--- config.mk ---
export PLATFORM = sky130hd
export DESIGN_NAME = led_fault_detect_sequencer
export DESIGN_NICKNAME = d
export VERILOG_FILES = /design/src/rtl/led_fault_pkg.sv /design/src/rtl/led_fault_detect_sequencer.sv
export SDC_FILE = /design/constraint.sdc
export NUM_CORES = 1
export LEC_CHECK = 0
export BUFFER_PORTS_ARGS = -buffer_cell sky130_fd_sc_hd__buf_2
export CAP_MARGIN = 40
export CORE_MARGIN = 3
export CORE_UTILIZATION = 60
export DETAILED_ROUTE_END_ITERATION = 10
export GPL_ROUTABILITY_DRIVEN = 1
export PLACE_DENSITY = 0.85
export SYNTH_ARGS = -nofsm -noshare
export SYNTH_HDL_FRONTEND = slang
export SYNTH_SLANG_ARGS = --single-unit
--- constraint.sdc ---
create_clock -name CLK_I -period 5.9 [get_ports CLK_I]
set_input_delay 0.885 -clock CLK_I [delete_from_list [all_inputs] [get_ports CLK_I]]
set_output_delay 0.885 -clock CLK_I [all_outputs]
set_load 0.05 [all_outputs]
--- src/rtl/led_fault_pkg.sv ---
// Purpose: Constants and types for the LED fault detection sequencer
// Assumes: 50 MHz system clock; serial pins sampled by that clock
// Notes:   APB register offsets and field layouts live here
//
// What this block does
// - Time bit picks 700ns or until gate rises
// - Current field 11 uses resistor, 10 small
// - Open detection starts only at strobe fall
// - Open/short start turns all sixteen channels on
// - Compare, then load flags into shift register
// - Flags shift out one per clock, data in
// - Short detection starts at strobe fall, outputs on
// - Short: output above threshold gives flag 0
// - Leakage needs gate high; outputs off, low flags 0
// - Gate toggle during leakage window leaves flags 1
// - Thermal loads 7FFF when hot, else FFFF
// - Overheat blocks transfer into output latch
// - Flags appear on serial output only once
// - Command is clock-edge count while strobe high
// - Flag 0 on error, 1 otherwise or invalid
// - Zero-power mode ignores all detection commands
package led_fault_pkg;

    localparam int CH_N    = 16;
    localparam int CNT_W   = 4;
    localparam int CLK_NS  = 20;
    localparam int WIN_NS  = 700;
    localparam int WIN_CYC = (WIN_NS + CLK_NS - 1) / CLK_NS;
    localparam int TMR_W   = $clog2(WIN_CYC + 1);

    localparam logic [CNT_W-1:0] CMD_LATCH = 4'h0;
    localparam logic [CNT_W-1:0] CMD_OPEN  = 4'h1;
    localparam logic [CNT_W-1:0] CMD_SHORT = 4'h2;
    localparam logic [CNT_W-1:0] CMD_THERM = 4'h3;
    localparam logic [CNT_W-1:0] CMD_LEAK  = 4'h5;
    localparam logic [CNT_W-1:0] CNT_MAX   = 4'hf;

    localparam logic [1:0]      CUR_CURRENT_SET_RESISTOR  = 2'h3;
    localparam logic [1:0]      CUR_SMALL = 2'h2;
    localparam logic [CH_N-1:0] THERM_HOT = 16'h7fff;
    localparam logic [CH_N-1:0] ALL_ONES  = 16'hffff;
    localparam logic [CH_N-1:0] ALL_ZERO  = 16'h0000;

    localparam logic [11:0] ADDR_CTRL   = 12'h000;
    localparam logic [11:0] ADDR_STATUS = 12'h004;
    localparam logic [11:0] ADDR_RESULT = 12'h008;

    typedef enum logic [1:0] {
        S_IDLE = 2'b00,
        S_OS   = 2'b01,
        S_LK   = 2'b10
    } state_t;

    // CTRL register image: bit3 zero power, bits 2:1 current, bit0 time select
    typedef struct packed {
        logic       zero_power;
        logic [1:0] cur_sel;
        logic       time_sel;
    } cfg_t;

    localparam int   CFG_W   = $bits(cfg_t);
    localparam cfg_t CFG_RST = '{zero_power: 1'b0, cur_sel: CUR_SMALL, time_sel: 1'b0};

    // Every pin that crosses into the clock domain, synchronised as one bundle
    typedef struct packed {
        logic            sclk;
        logic            sdi;
        logic            strobe;
        logic            oe_n;
        logic            hot;
        logic [CH_N-1:0] open_cmp;
        logic [CH_N-1:0] short_cmp;
        logic [CH_N-1:0] leak_cmp;
    } pin_t;

endpackage : led_fault_pkg

--- src/rtl/led_fault_detect_sequencer.sv ---
// Purpose: Error detection sequencer and serial flag shifter of an LED sink driver
// Assumes: Serial pins are asynchronous and slower than a quarter of CLK_I
// Notes:   All state freezes while CE_I is low
`timescale 1ns/1ps

module led_fault_detect_sequencer
    import led_fault_pkg::*;
(
    // Clock, reset, enable
    input  wire logic            CLK_I,
    input  wire logic            SRST_I,
    input  wire logic            CE_I,
    // APB slave
    input  wire logic            PSEL_I,
    input  wire logic            PENABLE_I,
    input  wire logic            PWRITE_I,
    input  wire logic [11:0]     PADDR_I,
    input  wire logic [31:0]     PWDATA_I,
    output logic      [31:0]     PRDATA_O,
    output logic                 PREADY_O,
    output logic                 PSLVERR_O,
    // Serial link from the display controller
    input  wire logic            SCLK_I,
    input  wire logic            SDI_I,
    input  wire logic            LATCH_STROBE_I,
    input  wire logic            OE_N_I,
    output logic                 SERIAL_OUT_O,
    // Analog comparator and temperature flags
    input  wire logic [CH_N-1:0] OPEN_CMP_I,
    input  wire logic [CH_N-1:0] SHORT_CMP_I,
    input  wire logic [CH_N-1:0] LEAK_CMP_I,
    input  wire logic            OVERTEMP_I,
    // Output stage control
    output logic      [CH_N-1:0] CH_ON_O,
    output logic                 DET_FULL_CUR_O,
    output logic      [CH_N-1:0] OUT_LATCH_O
);

    pin_t                pins_meta;
    pin_t                pins;
    logic                sclk_prev;
    logic                strobe_prev;
    logic                oe_prev;
    logic                sclk_rise;
    logic                strobe_fall;
    logic                oe_rise;
    logic                oe_chg;
    logic [CNT_W-1:0]    edge_cnt;
    state_t              state;
    logic [TMR_W-1:0]    timer;
    logic                is_short;
    logic                leak_bad;
    logic                hot_block;
    logic [CH_N-1:0]     shreg;
    logic [CH_N-1:0]     result_hold;
    logic [CH_N-1:0]     next_flags;
    cfg_t                cfg;
    logic                detect_ok;
    logic                start_os;
    logic                start_lk;
    logic                os_end;
    logic                lk_end;
    logic                win_end;
    logic                apb_setup;
    logic                apb_access;

    // Two-stage synchroniser; the first stage feeds nothing but the second
    always_ff @(posedge CLK_I) begin
        if (SRST_I) begin
            pins_meta <= '0;
            pins      <= '0;
        end else if (CE_I) begin
            pins_meta <= '{sclk: SCLK_I, sdi: SDI_I, strobe: LATCH_STROBE_I, oe_n: OE_N_I,
                           hot: OVERTEMP_I, open_cmp: OPEN_CMP_I, short_cmp: SHORT_CMP_I,
                           leak_cmp: LEAK_CMP_I};
            pins      <= pins_meta;
        end
    end

    always_ff @(posedge CLK_I) begin
        if (SRST_I) begin
            sclk_prev   <= 1'b0;
            strobe_prev <= 1'b0;
            oe_prev     <= 1'b0;
        end else if (CE_I) begin
            sclk_prev   <= pins.sclk;
            strobe_prev <= pins.strobe;
            oe_prev     <= pins.oe_n;
        end
    end

    assign sclk_rise   = pins.sclk & ~sclk_prev;
    assign strobe_fall = ~pins.strobe & strobe_prev;
    assign oe_rise     = pins.oe_n & ~oe_prev;
    assign oe_chg      = pins.oe_n ^ oe_prev;

    // Count serial clock edges while the strobe is high, saturating
    always_ff @(posedge CLK_I) begin
        if (SRST_I) begin
            edge_cnt <= CMD_LATCH;
        end else if (CE_I) begin
            if (strobe_fall) begin
                edge_cnt <= CMD_LATCH;
            end else if (pins.strobe && sclk_rise && edge_cnt != CNT_MAX) begin
                edge_cnt <= edge_cnt + 4'h1;
            end
        end
    end

    assign detect_ok = strobe_fall && !cfg.zero_power && state == S_IDLE;
    assign start_os  = detect_ok && (edge_cnt == CMD_OPEN || edge_cnt == CMD_SHORT);
    assign start_lk  = detect_ok && edge_cnt == CMD_LEAK && pins.oe_n;

    // Gate-timed end only applies to open and short; leakage is always fixed
    assign os_end  = state == S_OS &&
                     (cfg.time_sel ? oe_rise : timer == TMR_W'(WIN_CYC - 1));
    assign lk_end  = state == S_LK && timer == TMR_W'(WIN_CYC - 1);
    assign win_end = os_end || lk_end;

    // Comparators read once, at the closing cycle of the window
    always_comb begin
        next_flags = ALL_ONES;
        if (state == S_LK) begin
            if (leak_bad || oe_chg) begin
                next_flags = ALL_ONES;
            end else begin
                next_flags = ~pins.leak_cmp;
            end
        end else if (is_short) begin
            next_flags = ~pins.short_cmp;
        end else begin
            next_flags = ~pins.open_cmp;
        end
    end

    // Detection window sequencer
    always_ff @(posedge CLK_I) begin
        if (SRST_I) begin
            state    <= S_IDLE;
            timer    <= '0;
            is_short <= 1'b0;
            leak_bad <= 1'b0;
        end else if (CE_I) begin
            case (state)
                S_IDLE: begin
                    timer    <= '0;
                    leak_bad <= 1'b0;
                    if (start_os) begin
                        state    <= S_OS;
                        is_short <= edge_cnt == CMD_SHORT;
                    end else if (start_lk) begin
                        state <= S_LK;
                    end
                end
                S_OS: begin
                    if (timer != TMR_W'(WIN_CYC)) begin
                        timer <= timer + TMR_W'(1);
                    end
                    if (os_end) begin
                        state <= S_IDLE;
                    end
                end
                S_LK: begin
                    timer <= timer + TMR_W'(1);
                    if (oe_chg) begin
                        leak_bad <= 1'b1;
                    end
                    if (lk_end) begin
                        state <= S_IDLE;
                    end
                end
                default: begin
                    state <= S_IDLE;
                end
            endcase
        end
    end

    // Shift register: window result beats thermal code beats a shift edge.
    // Bits shifted during a window are lost when the result lands there.
    always_ff @(posedge CLK_I) begin
        if (SRST_I) begin
            shreg <= ALL_ZERO;
        end else if (CE_I) begin
            if (win_end) begin
                shreg <= next_flags;
            end else if (strobe_fall && !cfg.zero_power && edge_cnt == CMD_THERM) begin
                shreg <= pins.hot ? THERM_HOT : ALL_ONES;
            end else if (sclk_rise) begin
                shreg <= {shreg[CH_N-2:0], pins.sdi};
            end
        end
    end

    // Top bit leaves first; flags are consumed by shifting, so they go out once
    always_ff @(posedge CLK_I) begin
        if (SRST_I) begin
            SERIAL_OUT_O <= 1'b0;
        end else if (CE_I) begin
            SERIAL_OUT_O <= shreg[CH_N-1];
        end
    end

    // Output latch, blocked after a thermal check found overheating
    always_ff @(posedge CLK_I) begin
        if (SRST_I) begin
            hot_block   <= 1'b0;
            OUT_LATCH_O <= ALL_ZERO;
        end else if (CE_I) begin
            if (strobe_fall && !cfg.zero_power && edge_cnt == CMD_THERM) begin
                hot_block <= pins.hot;
            end
            if (strobe_fall && edge_cnt == CMD_LATCH && !hot_block) begin
                OUT_LATCH_O <= shreg;
            end
        end
    end

    // Output stage drive: forced on or off in a window, data gated otherwise
    always_ff @(posedge CLK_I) begin
        if (SRST_I) begin
            CH_ON_O        <= ALL_ZERO;
            DET_FULL_CUR_O <= 1'b0;
            result_hold    <= ALL_ONES;
        end else if (CE_I) begin
            if (start_os || (state == S_OS && !os_end)) begin
                CH_ON_O        <= ALL_ONES;
                DET_FULL_CUR_O <= cfg.cur_sel == CUR_CURRENT_SET_RESISTOR;
            end else if (start_lk || (state == S_LK && !lk_end)) begin
                CH_ON_O        <= ALL_ZERO;
                DET_FULL_CUR_O <= 1'b0;
            end else begin
                CH_ON_O        <= pins.oe_n ? ALL_ZERO : OUT_LATCH_O;
                DET_FULL_CUR_O <= 1'b0;
            end
            if (win_end) begin
                result_hold <= next_flags;
            end
        end
    end

    // APB slave: one setup cycle, then a single access cycle with PREADY high
    assign apb_setup  = PSEL_I && !PENABLE_I && !PREADY_O;
    assign apb_access = PSEL_I && PENABLE_I && PREADY_O;

    always_ff @(posedge CLK_I) begin
        if (SRST_I) begin
            PREADY_O  <= 1'b0;
            PSLVERR_O <= 1'b0;
            PRDATA_O  <= 32'h0000_0000;
        end else if (CE_I) begin
            PREADY_O  <= apb_setup;
            PSLVERR_O <= 1'b0;
            PRDATA_O  <= 32'h0000_0000;
            if (apb_setup) begin
                if (PADDR_I == ADDR_CTRL) begin
                    PRDATA_O <= {28'h000_0000, cfg};
                end else if (PADDR_I == ADDR_STATUS) begin
                    PRDATA_O <= {30'h0000_0000, hot_block, state != S_IDLE};
                end else if (PADDR_I == ADDR_RESULT) begin
                    PRDATA_O <= {16'h0000, result_hold};
                end else begin
                    PSLVERR_O <= 1'b1;
                end
            end
        end
    end

    always_ff @(posedge CLK_I) begin
        if (SRST_I) begin
            cfg <= CFG_RST;
        end else if (CE_I) begin
            if (apb_access && PWRITE_I && PADDR_I == ADDR_CTRL) begin
                cfg <= cfg_t'(PWDATA_I[CFG_W-1:0]);
            end
        end
    end
endmodule : led_fault_detect_sequencer

==> results of run 1 <==
-- cell type report --
type | count | area (µm²) | share of cell area
flip-flops and latches | 212 | 4244 | 0.4056
multi-input cells | 605 | 4209 | 0.4023
repair buffers | 138 | 764.5 | 0.07307
clock buffers | 30 | 661.9 | 0.06326
well taps | 184 | 230.2 | 0.02200
clock inverters | 11 | 183.9 | 0.01758
inverters | 45 | 168.9 | 0.01614
-- flip-flops by register name, summed over array words and instances, names as in the netlist, 2 cells and up --
register,count
OUT_LATCH_O,16
state,2
PRDATA_O,16
shreg,16
pins,53
pins_meta,53
timer,6
edge_cnt,4
cfg,4
result_hold,16
CH_ON_O,16
-- Yosys cell counts, drive strengths merged (3+ instances only) --
library cell	instances	area share
o21ai	10	0.0056
buf	41	0.027
dfxtp	212	0.47
nand3b	17	0.014
or3b	3	0.0029
inv	43	0.018
mux2i	145	0.16
o32ai	15	0.015
a21oi	30	0.017
and3	5	0.0035
and3b	3	0.0029
ha	11	0.015
nor4	18	0.013
xnor2	5	0.0049
o211ai	32	0.027
nor3	6	0.0033
nand4b	3	0.0029
clkbuf	47	0.020
nor2	173	0.072
nand2	8	0.0033
a2bb2oi	16	0.016
nand4	4	0.0028
a32oi	16	0.017
a211oi	20	0.017
nor2b	4	0.0028
nand3	12	0.0067
-- power groups by stage --
stage	logic [W]	clock network, W	registers (W)
detailed placement	0.000222	0	0.00153
finish	0.000225	0.00157	0.00150
global placement	0.000215	0	0.00153
floorplan	0.000155	0	0.00154
global route	0.000246	0.00165	0.00150
CTS	0.000225	0.00159	0.00150
-- per-layer routing --
| metal | routed length [µm] | share of wire |
|---|---|---|
| met1 | 9001 | 0.43 |
| met2 | 10090 | 0.48 |
| met3 | 1304 | 0.062 |
| met4 | 774 | 0.037 |
| met5 | 0 | 0 |
-- cell families (layout without fill, tap and decap cells) --
kind of cell | after synthesis | in the layout | share of synthesized area
multiplexers | 145 | 145 | 0.1615
other | 1 | 16 | 0.0004174
flip-flops | 212 | 212 | 0.4724
adder cells (fa/ha/maj) | 11 | 11 | 0.01532
XOR/XNOR | 6 | 6 | 0.005849
AND/OR/NAND/NOR | 267 | 267 | 0.1427
AO/OA/AOI/OAI | 160 | 160 | 0.1363
buffers and inverters | 133 | 224 | 0.06545
-- worst reg2reg max path: cells and delay by family (launching register included) --
kind / cells / cell delay [ns]
fa+ha+maj: 1 / 0.79
flops: 1 / 0.33
buf+inv: 1 / 0.11
simple gates: 1 / 0.81
compound gates: 2 / 1.14
-- path summary, 6_finish.rpt --
check | startpoint | endpoint | slack, ns | cells past startpoint
min reg2reg | result_hold[2]$_SDFFE_PP1P_ | PRDATA_O[2]$_SDFFE_PP0P_ | 0.46 | 2
min | result_hold[2]$_SDFFE_PP1P_ | PRDATA_O[2]$_SDFFE_PP0P_ | 0.46 | 2
max reg2reg | state[0]$_SDFFE_PP0P_ | shreg[0]$_SDFFE_PP0P_ | 2.56 | 5
max | state[0]$_SDFFE_PP0P_ | shreg[0]$_SDFFE_PP0P_ | 2.56 | 5
-- through the flow --
| step | power [W] | std cells |
|---|---|---|
| finish | 0.003297 | 1225 |
| global route | 0.003394 | 1225 |
| CTS | 0.003312 | 1225 |
| detailed placement | 0.001751 | 1184 |
| global placement | 0.001742 | 1178 |
| floorplan | 0.001697 | 950 |
==> impl_summary.log, run 1 <==
INFO  metric initial_utilization = 0.6159
INFO  metric tritoncts_clock_tree = built
INFO  metric drtIter0Drc = 577
INFO  metric die_w = 128.4 µm
INFO  metric setup_ws = 2.564 ns
INFO  metric crit_buf_inv = 1
INFO  metric synth-async-reset-ratio = 0
INFO  metric start_kind = register
INFO  metric layout.nets = 1,139
INFO  metric postCtsResizedCells = 0
INFO  metric grt_antenna_before_repair = 0
INFO  metric worstMarginPinSlew = 0.9435 ns
INFO  metric dieHeight = 128.4 µm
INFO  metric first_global_vias = 6,659
INFO  metric grt.overflow.total = 0
INFO  metric drt_wl_total = 21,170 µm
INFO  metric groute.layer.met2.usage = 0.4073
INFO  metric final_number_of_max_transition_violations = 0
INFO  metric post-route-min-period = 3.336 ns
INFO  metric maxCapViolations = 0
INFO  metric setup_buffers_after_cts = 0
INFO  metric end_kind = register
INFO  metric switching_power = 0.0007368 W
INFO  metric final_period_utilization = 0.5654
INFO  metric synth_area = 8985 µm²
INFO  metric result_of_the_run = completed
INFO  metric die_area = 16,480 µm²
INFO  metric slew-limit-headroom = 0.3710
INFO  metric fillers = 1,047
INFO  metric final_util = 0.7172
INFO  metric synth.yosys.seq_area_share = 0.4724
INFO  metric proportion_of_layout_cells_with_a_drive_suffix_above_1 = 0.1835
INFO  metric globalRouteMet3Util = 0.03861
INFO  metric placementRows = 44
INFO  metric numCtsBuffers = 23
INFO  metric buffer_ports.inserted = 126
INFO  metric clk_pin_slew = 0.06 ns
INFO  metric critical-path-slowest-cell = a32oi_2
INFO  metric synth_enable_flop_cells = 0
INFO  metric power-per-cell-area = 315.2 nW/µm²
INFO  metric grtUsageTotal = 0.2501
INFO  metric dpl.hpwl = 13,500 µm
INFO  metric vdd.ir_drop.worst = 0.0002284 V
INFO  metric clock_tree.root_cell = clkbuf_16
INFO  metric unrepaired_setup_endpoints_after_global_routing = no
INFO  metric crit_chain = inv_1, ha_1, nand3_1, a32oi_2, o32ai_1
INFO  metric yosys.cell_types.count = 60
INFO  metric htree_levels = 1
INFO  metric grt_max_degree = 90
INFO  metric ioPinCount = 171
INFO  metric dr.pass1.iters = 5
INFO  metric insertedDiodeCount = 0
INFO  metric number_of_nets_still_failing_antenna_checks_after_routing = 0
INFO  metric finalHoldViolations = 0
INFO  metric placedInstanceArea = 9617 µm²
INFO  metric area.growth.synth_to_final = 16.45%
INFO  metric layout.cell_area.non_filler = 10,460 µm²
INFO  metric cell_internal_pwr = 0.002561 W
INFO  metric synth.yosys.warnings = 0
INFO  metric synth_area_per_cell = 9.609 µm²
INFO  metric proportion_of_power_drawn_by_flip_flops_and_latches = 0.455
INFO  metric dp_worst_setup_slack = 2.549 ns
INFO  metric most-common-layout-cells = 212 x dfxtp_1, 173 x nor2_1, 145 x mux2i_1, 124 x buf_2, 43 x inv_1
INFO  metric critical_path.max_fanout = 22
INFO  metric achievable-frequency = 299.8 MHz
INFO  metric grt_pass1_wl = 34,180 µm
INFO  metric synth_cells = 935
INFO  metric ys_ff_latch = 212
INFO  metric crit_arrival = 3.67 ns
INFO  metric worst_path_largest_cell_delay = 0.91 ns
INFO  metric worst-endpoint-required = 6.24 ns
INFO  metric critPathKind = reg2reg
INFO  metric primary_flip_flop_cell_chosen_by_synthesis_mapping = dfxtp_1
INFO  metric vias_per_cell = 5.907
INFO  metric final-setup-viol-count = 0
INFO  metric clkSinkCount = 212
INFO  metric fp.coreArea = 14,590 µm²
INFO  metric hold_ws = 0.4629 ns
INFO  metric power.leakage = 4.636 nW
INFO  metric timing.critical_path.max_delay_family = compound AO/OA/AOI/OAI gates
INFO  metric leading_cell_type_in_the_layout_fill_and_taps_excluded = dfxtp_1
INFO  metric post-route-drc-count = 0
INFO  metric clk_latency = 0.51 ns
INFO  metric hold_path.class = reg2reg
INFO  metric clockPowerShare = 0.477
INFO  metric clock_tree.buffer_depth = 3
INFO  metric grtUsageMet1 = 0.3394
INFO  metric swShare = 0.2235
INFO  metric power_frac_comb = 0.068
INFO  metric finClkSkew = 0.01530 ns
INFO  metric routed_wire_length_per_instance = 17.28 µm
INFO  metric place_congestion = 0.8474
INFO  metric routed-via-count = 7,236
INFO  metric fin_setup_tns = 0 ns
INFO  metric quantity_of_hold_fixing_buffers_added_after_cts = 0
INFO  metric most_heavily_used_metal_layer_in_global_routing = met2
Power figures use the tool's default switching activity.
==> run 2: changes to the inputs <==
- CORE_UTILIZATION: 60 -> 50
- PLACE_DENSITY: 0.85 -> 0.76
- clock period: 5.9 -> 2.9 ns (I/O delays scaled with it)
==> run 2 against run 1 <==
Critical path depth grew 2; die area rose by 19%; count of clock-buffer cells in the layout grew 2; combinational power increased by 110%; maximum frequency grew 37%; sequential power increased by 100%; routed wire length is 3.0% lower; final cell count rose by 3.9%; total power is 92% higher; sequential share of layout area hardly changed.
==> impl_summary.log, run 2 (synthesis results as in run 1) <==
INFO  metric hold_ws = 0.1574 ns
INFO  metric vdd.ir_drop.worst = 0.0004716 V
INFO  metric grtUsageTotal = 0.2018
INFO  metric result_of_the_run = completed
INFO  metric worst-endpoint-required = 3.23 ns
INFO  metric finClkSkew = 0.01071 ns
INFO  metric crit_path_frequent_cell = a32oi_2
INFO  metric critical-path-slowest-cell = a32oi_2
INFO  metric final_number_of_max_transition_violations = 0
INFO  metric unrepaired_setup_endpoints_after_global_routing = no
INFO  metric number_of_nets_still_failing_antenna_checks_after_routing = 0
INFO  metric buffer_ports.inserted = 126
INFO  metric crit_buf_inv = 2
INFO  metric clk_latency = 0.51 ns
INFO  metric drt_wl_total = 20,530 µm
INFO  metric maxCapViolations = 0
INFO  metric placementRows = 48
INFO  metric vias_per_cell = 5.534
INFO  metric power_frac_comb = 0.073
INFO  metric achievable-frequency = 409.4 MHz
INFO  metric routed_wire_length_per_instance = 16.13 µm
INFO  metric final_period_utilization = 0.8422
INFO  metric most-common-layout-cells = 212 x dfxtp_1, 173 x nor2_1, 145 x mux2i_1, 124 x buf_2, 43 x inv_1
INFO  metric finalHoldViolations = 0
INFO  metric place_congestion = 0.8023
INFO  metric clock_tree.buffer_depth = 3
INFO  metric slew-limit-headroom = 0.4383
INFO  metric clockPowerShare = 0.447
INFO  metric initial_utilization = 0.5159
INFO  metric die_w = 140.1 µm
INFO  metric post-route-min-period = 2.442 ns
INFO  metric end_kind = register
INFO  metric crit_chain = inv_1, ha_1, and3b_1, a32oi_2, buf_4, a32oi_2, o32ai_1
INFO  metric worst_path_largest_cell_delay = 0.65 ns
INFO  metric htree_levels = 1
INFO  metric layout.nets = 1,147
INFO  metric crit_arrival = 2.78 ns
INFO  metric grt_pass1_wl = 33,500 µm
INFO  metric ioPinCount = 171
INFO  metric clk_pin_slew = 0.06 ns
INFO  metric proportion_of_power_drawn_by_flip_flops_and_latches = 0.480
INFO  metric critPathKind = reg2reg
INFO  metric dpl.hpwl = 13,840 µm
INFO  metric clock_tree.root_cell = clkbuf_16
INFO  metric timing.critical_path.max_delay_family = compound AO/OA/AOI/OAI gates
INFO  metric fin_setup_tns = 0 ns
INFO  metric grt_max_degree = 123
INFO  metric post-route-drc-count = 0
INFO  metric dieHeight = 140.1 µm
INFO  metric leading_cell_type_in_the_layout_fill_and_taps_excluded = dfxtp_1
INFO  metric final-setup-viol-count = 0
INFO  metric fp.coreArea = 17,420 µm²
INFO  metric setup_buffers_after_cts = 0
INFO  metric insertedDiodeCount = 0
INFO  metric power.leakage = 4.618 nW
INFO  metric start_kind = register
INFO  metric quantity_of_hold_fixing_buffers_added_after_cts = 0
INFO  metric tritoncts_clock_tree = built
INFO  metric cell_internal_pwr = 0.004872 W
INFO  metric drtIter0Drc = 537
INFO  metric switching_power = 0.001471 W
INFO  metric hold_path.class = in2reg
INFO  metric numCtsBuffers = 22
INFO  metric power-per-cell-area = 606.4 nW/µm²
INFO  metric first_global_vias = 6,592
INFO  metric proportion_of_layout_cells_with_a_drive_suffix_above_1 = 0.1851
INFO  metric postCtsResizedCells = 0
INFO  metric die_area = 19,610 µm²
INFO  metric routed-via-count = 7,045
INFO  metric top_regs = pins: 53 flops, pins_meta: 53 flops
INFO  metric critical_path.max_fanout = 18
INFO  metric grt.overflow.total = 0
INFO  metric dr.pass1.iters = 5
INFO  metric clkSinkCount = 212
INFO  metric area.growth.synth_to_final = 16.42%
INFO  metric worstMarginPinSlew = 0.8425 ns
INFO  metric grt_antenna_before_repair = 0
INFO  metric swShare = 0.2319
-- run 2: changes by cell type in the layout (fill, tap and decap cells not counted), sizes merged --
cell | previous run | this run
clkbuf | 30 | 32
buf | 138 | 147
bufinv | 5 | 2
inv | 44 | 43
-- run 2: worst register-to-register path, cell delays in order (launching register included) --
cell and delay [ns]:
dfxtp_1 0.35, inv_1 0.09, ha_1 0.38, and3b_1 0.27, a32oi_2 0.07, buf_4 0.23
a32oi_2 0.65, o32ai_1 0.23
-- run 2: power by group through the flow --
stage               clock network (W)  logic (W)  registers [W]
floorplan                           0   0.000315        0.00314
global placement                    0   0.000451        0.00310
detailed placement                  0   0.000462        0.00311
CTS                           0.00290   0.000464        0.00304
global route                  0.00301   0.000505        0.00305
finish                        0.00284   0.000464        0.00304
-- run 2: final timing paths --
kind	from	endpoint	slack, ns	cells past startpoint
worst min register to register	PRDATA_O[0]$_SDFFE_PP0P_	PRDATA_O[0]$_SDFFE_PP0P_	0.46	2
worst min-delay path	OPEN_CMP_I[3]	pins_meta[35]$_SDFFE_PP0P_	0.16	3
worst max-delay path	state[1]$_SDFFE_PP0P_	shreg[6]$_SDFFE_PP0P_	0.46	7
worst max register to register	state[1]$_SDFFE_PP0P_	shreg[6]$_SDFFE_PP0P_	0.46	7
-- run 2: per-stage QoR --
| step | cell area [µm²] | power (W) | setup WS, ns | std cells | utilization |
|---|---|---|---|---|---|
| 3_5_place_dp | 9726 | 0.003569 | 0.5511 | 1234 | 0.5584 |
| 3_3_place_gp | 9698 | 0.003556 | 0.6536 | 1232 | 0.5568 |
| 6_report | 10460 | 0.006343 | 0.4575 | 1273 | 0.6006 |
| 5_1_grt | 10460 | 0.006569 | 0.3308 | 1273 | 0.6006 |
| 4_1_cts | 10460 | 0.006404 | 0.4949 | 1273 | 0.6006 |
| 2_1_floorplan | 9041 | 0.003452 | 0.6852 | 950 | - |
-- run 2: per-layer routing --
layer  up-vias  global-route usage  part of all wire
met5         -                   0                 0
met4         0             0.06782             0.032
met3        44             0.03858             0.059
met2       205              0.3229              0.45
met1      3309              0.2758              0.46
li1       3487                   -                 -
-- run 2: cell type report --
class | instances | area, µm²
Inverter | 45 | 168.9
Timing Repair Buffer | 147 | 822.0
Fill cell | 1499 | 6957
Clock inverter | 7 | 96.34
Sequential cell | 212 | 4244
Tap cell | 225 | 281.5
Clock buffer | 32 | 638.1
Multi-Input combinational cell | 605 | 4209
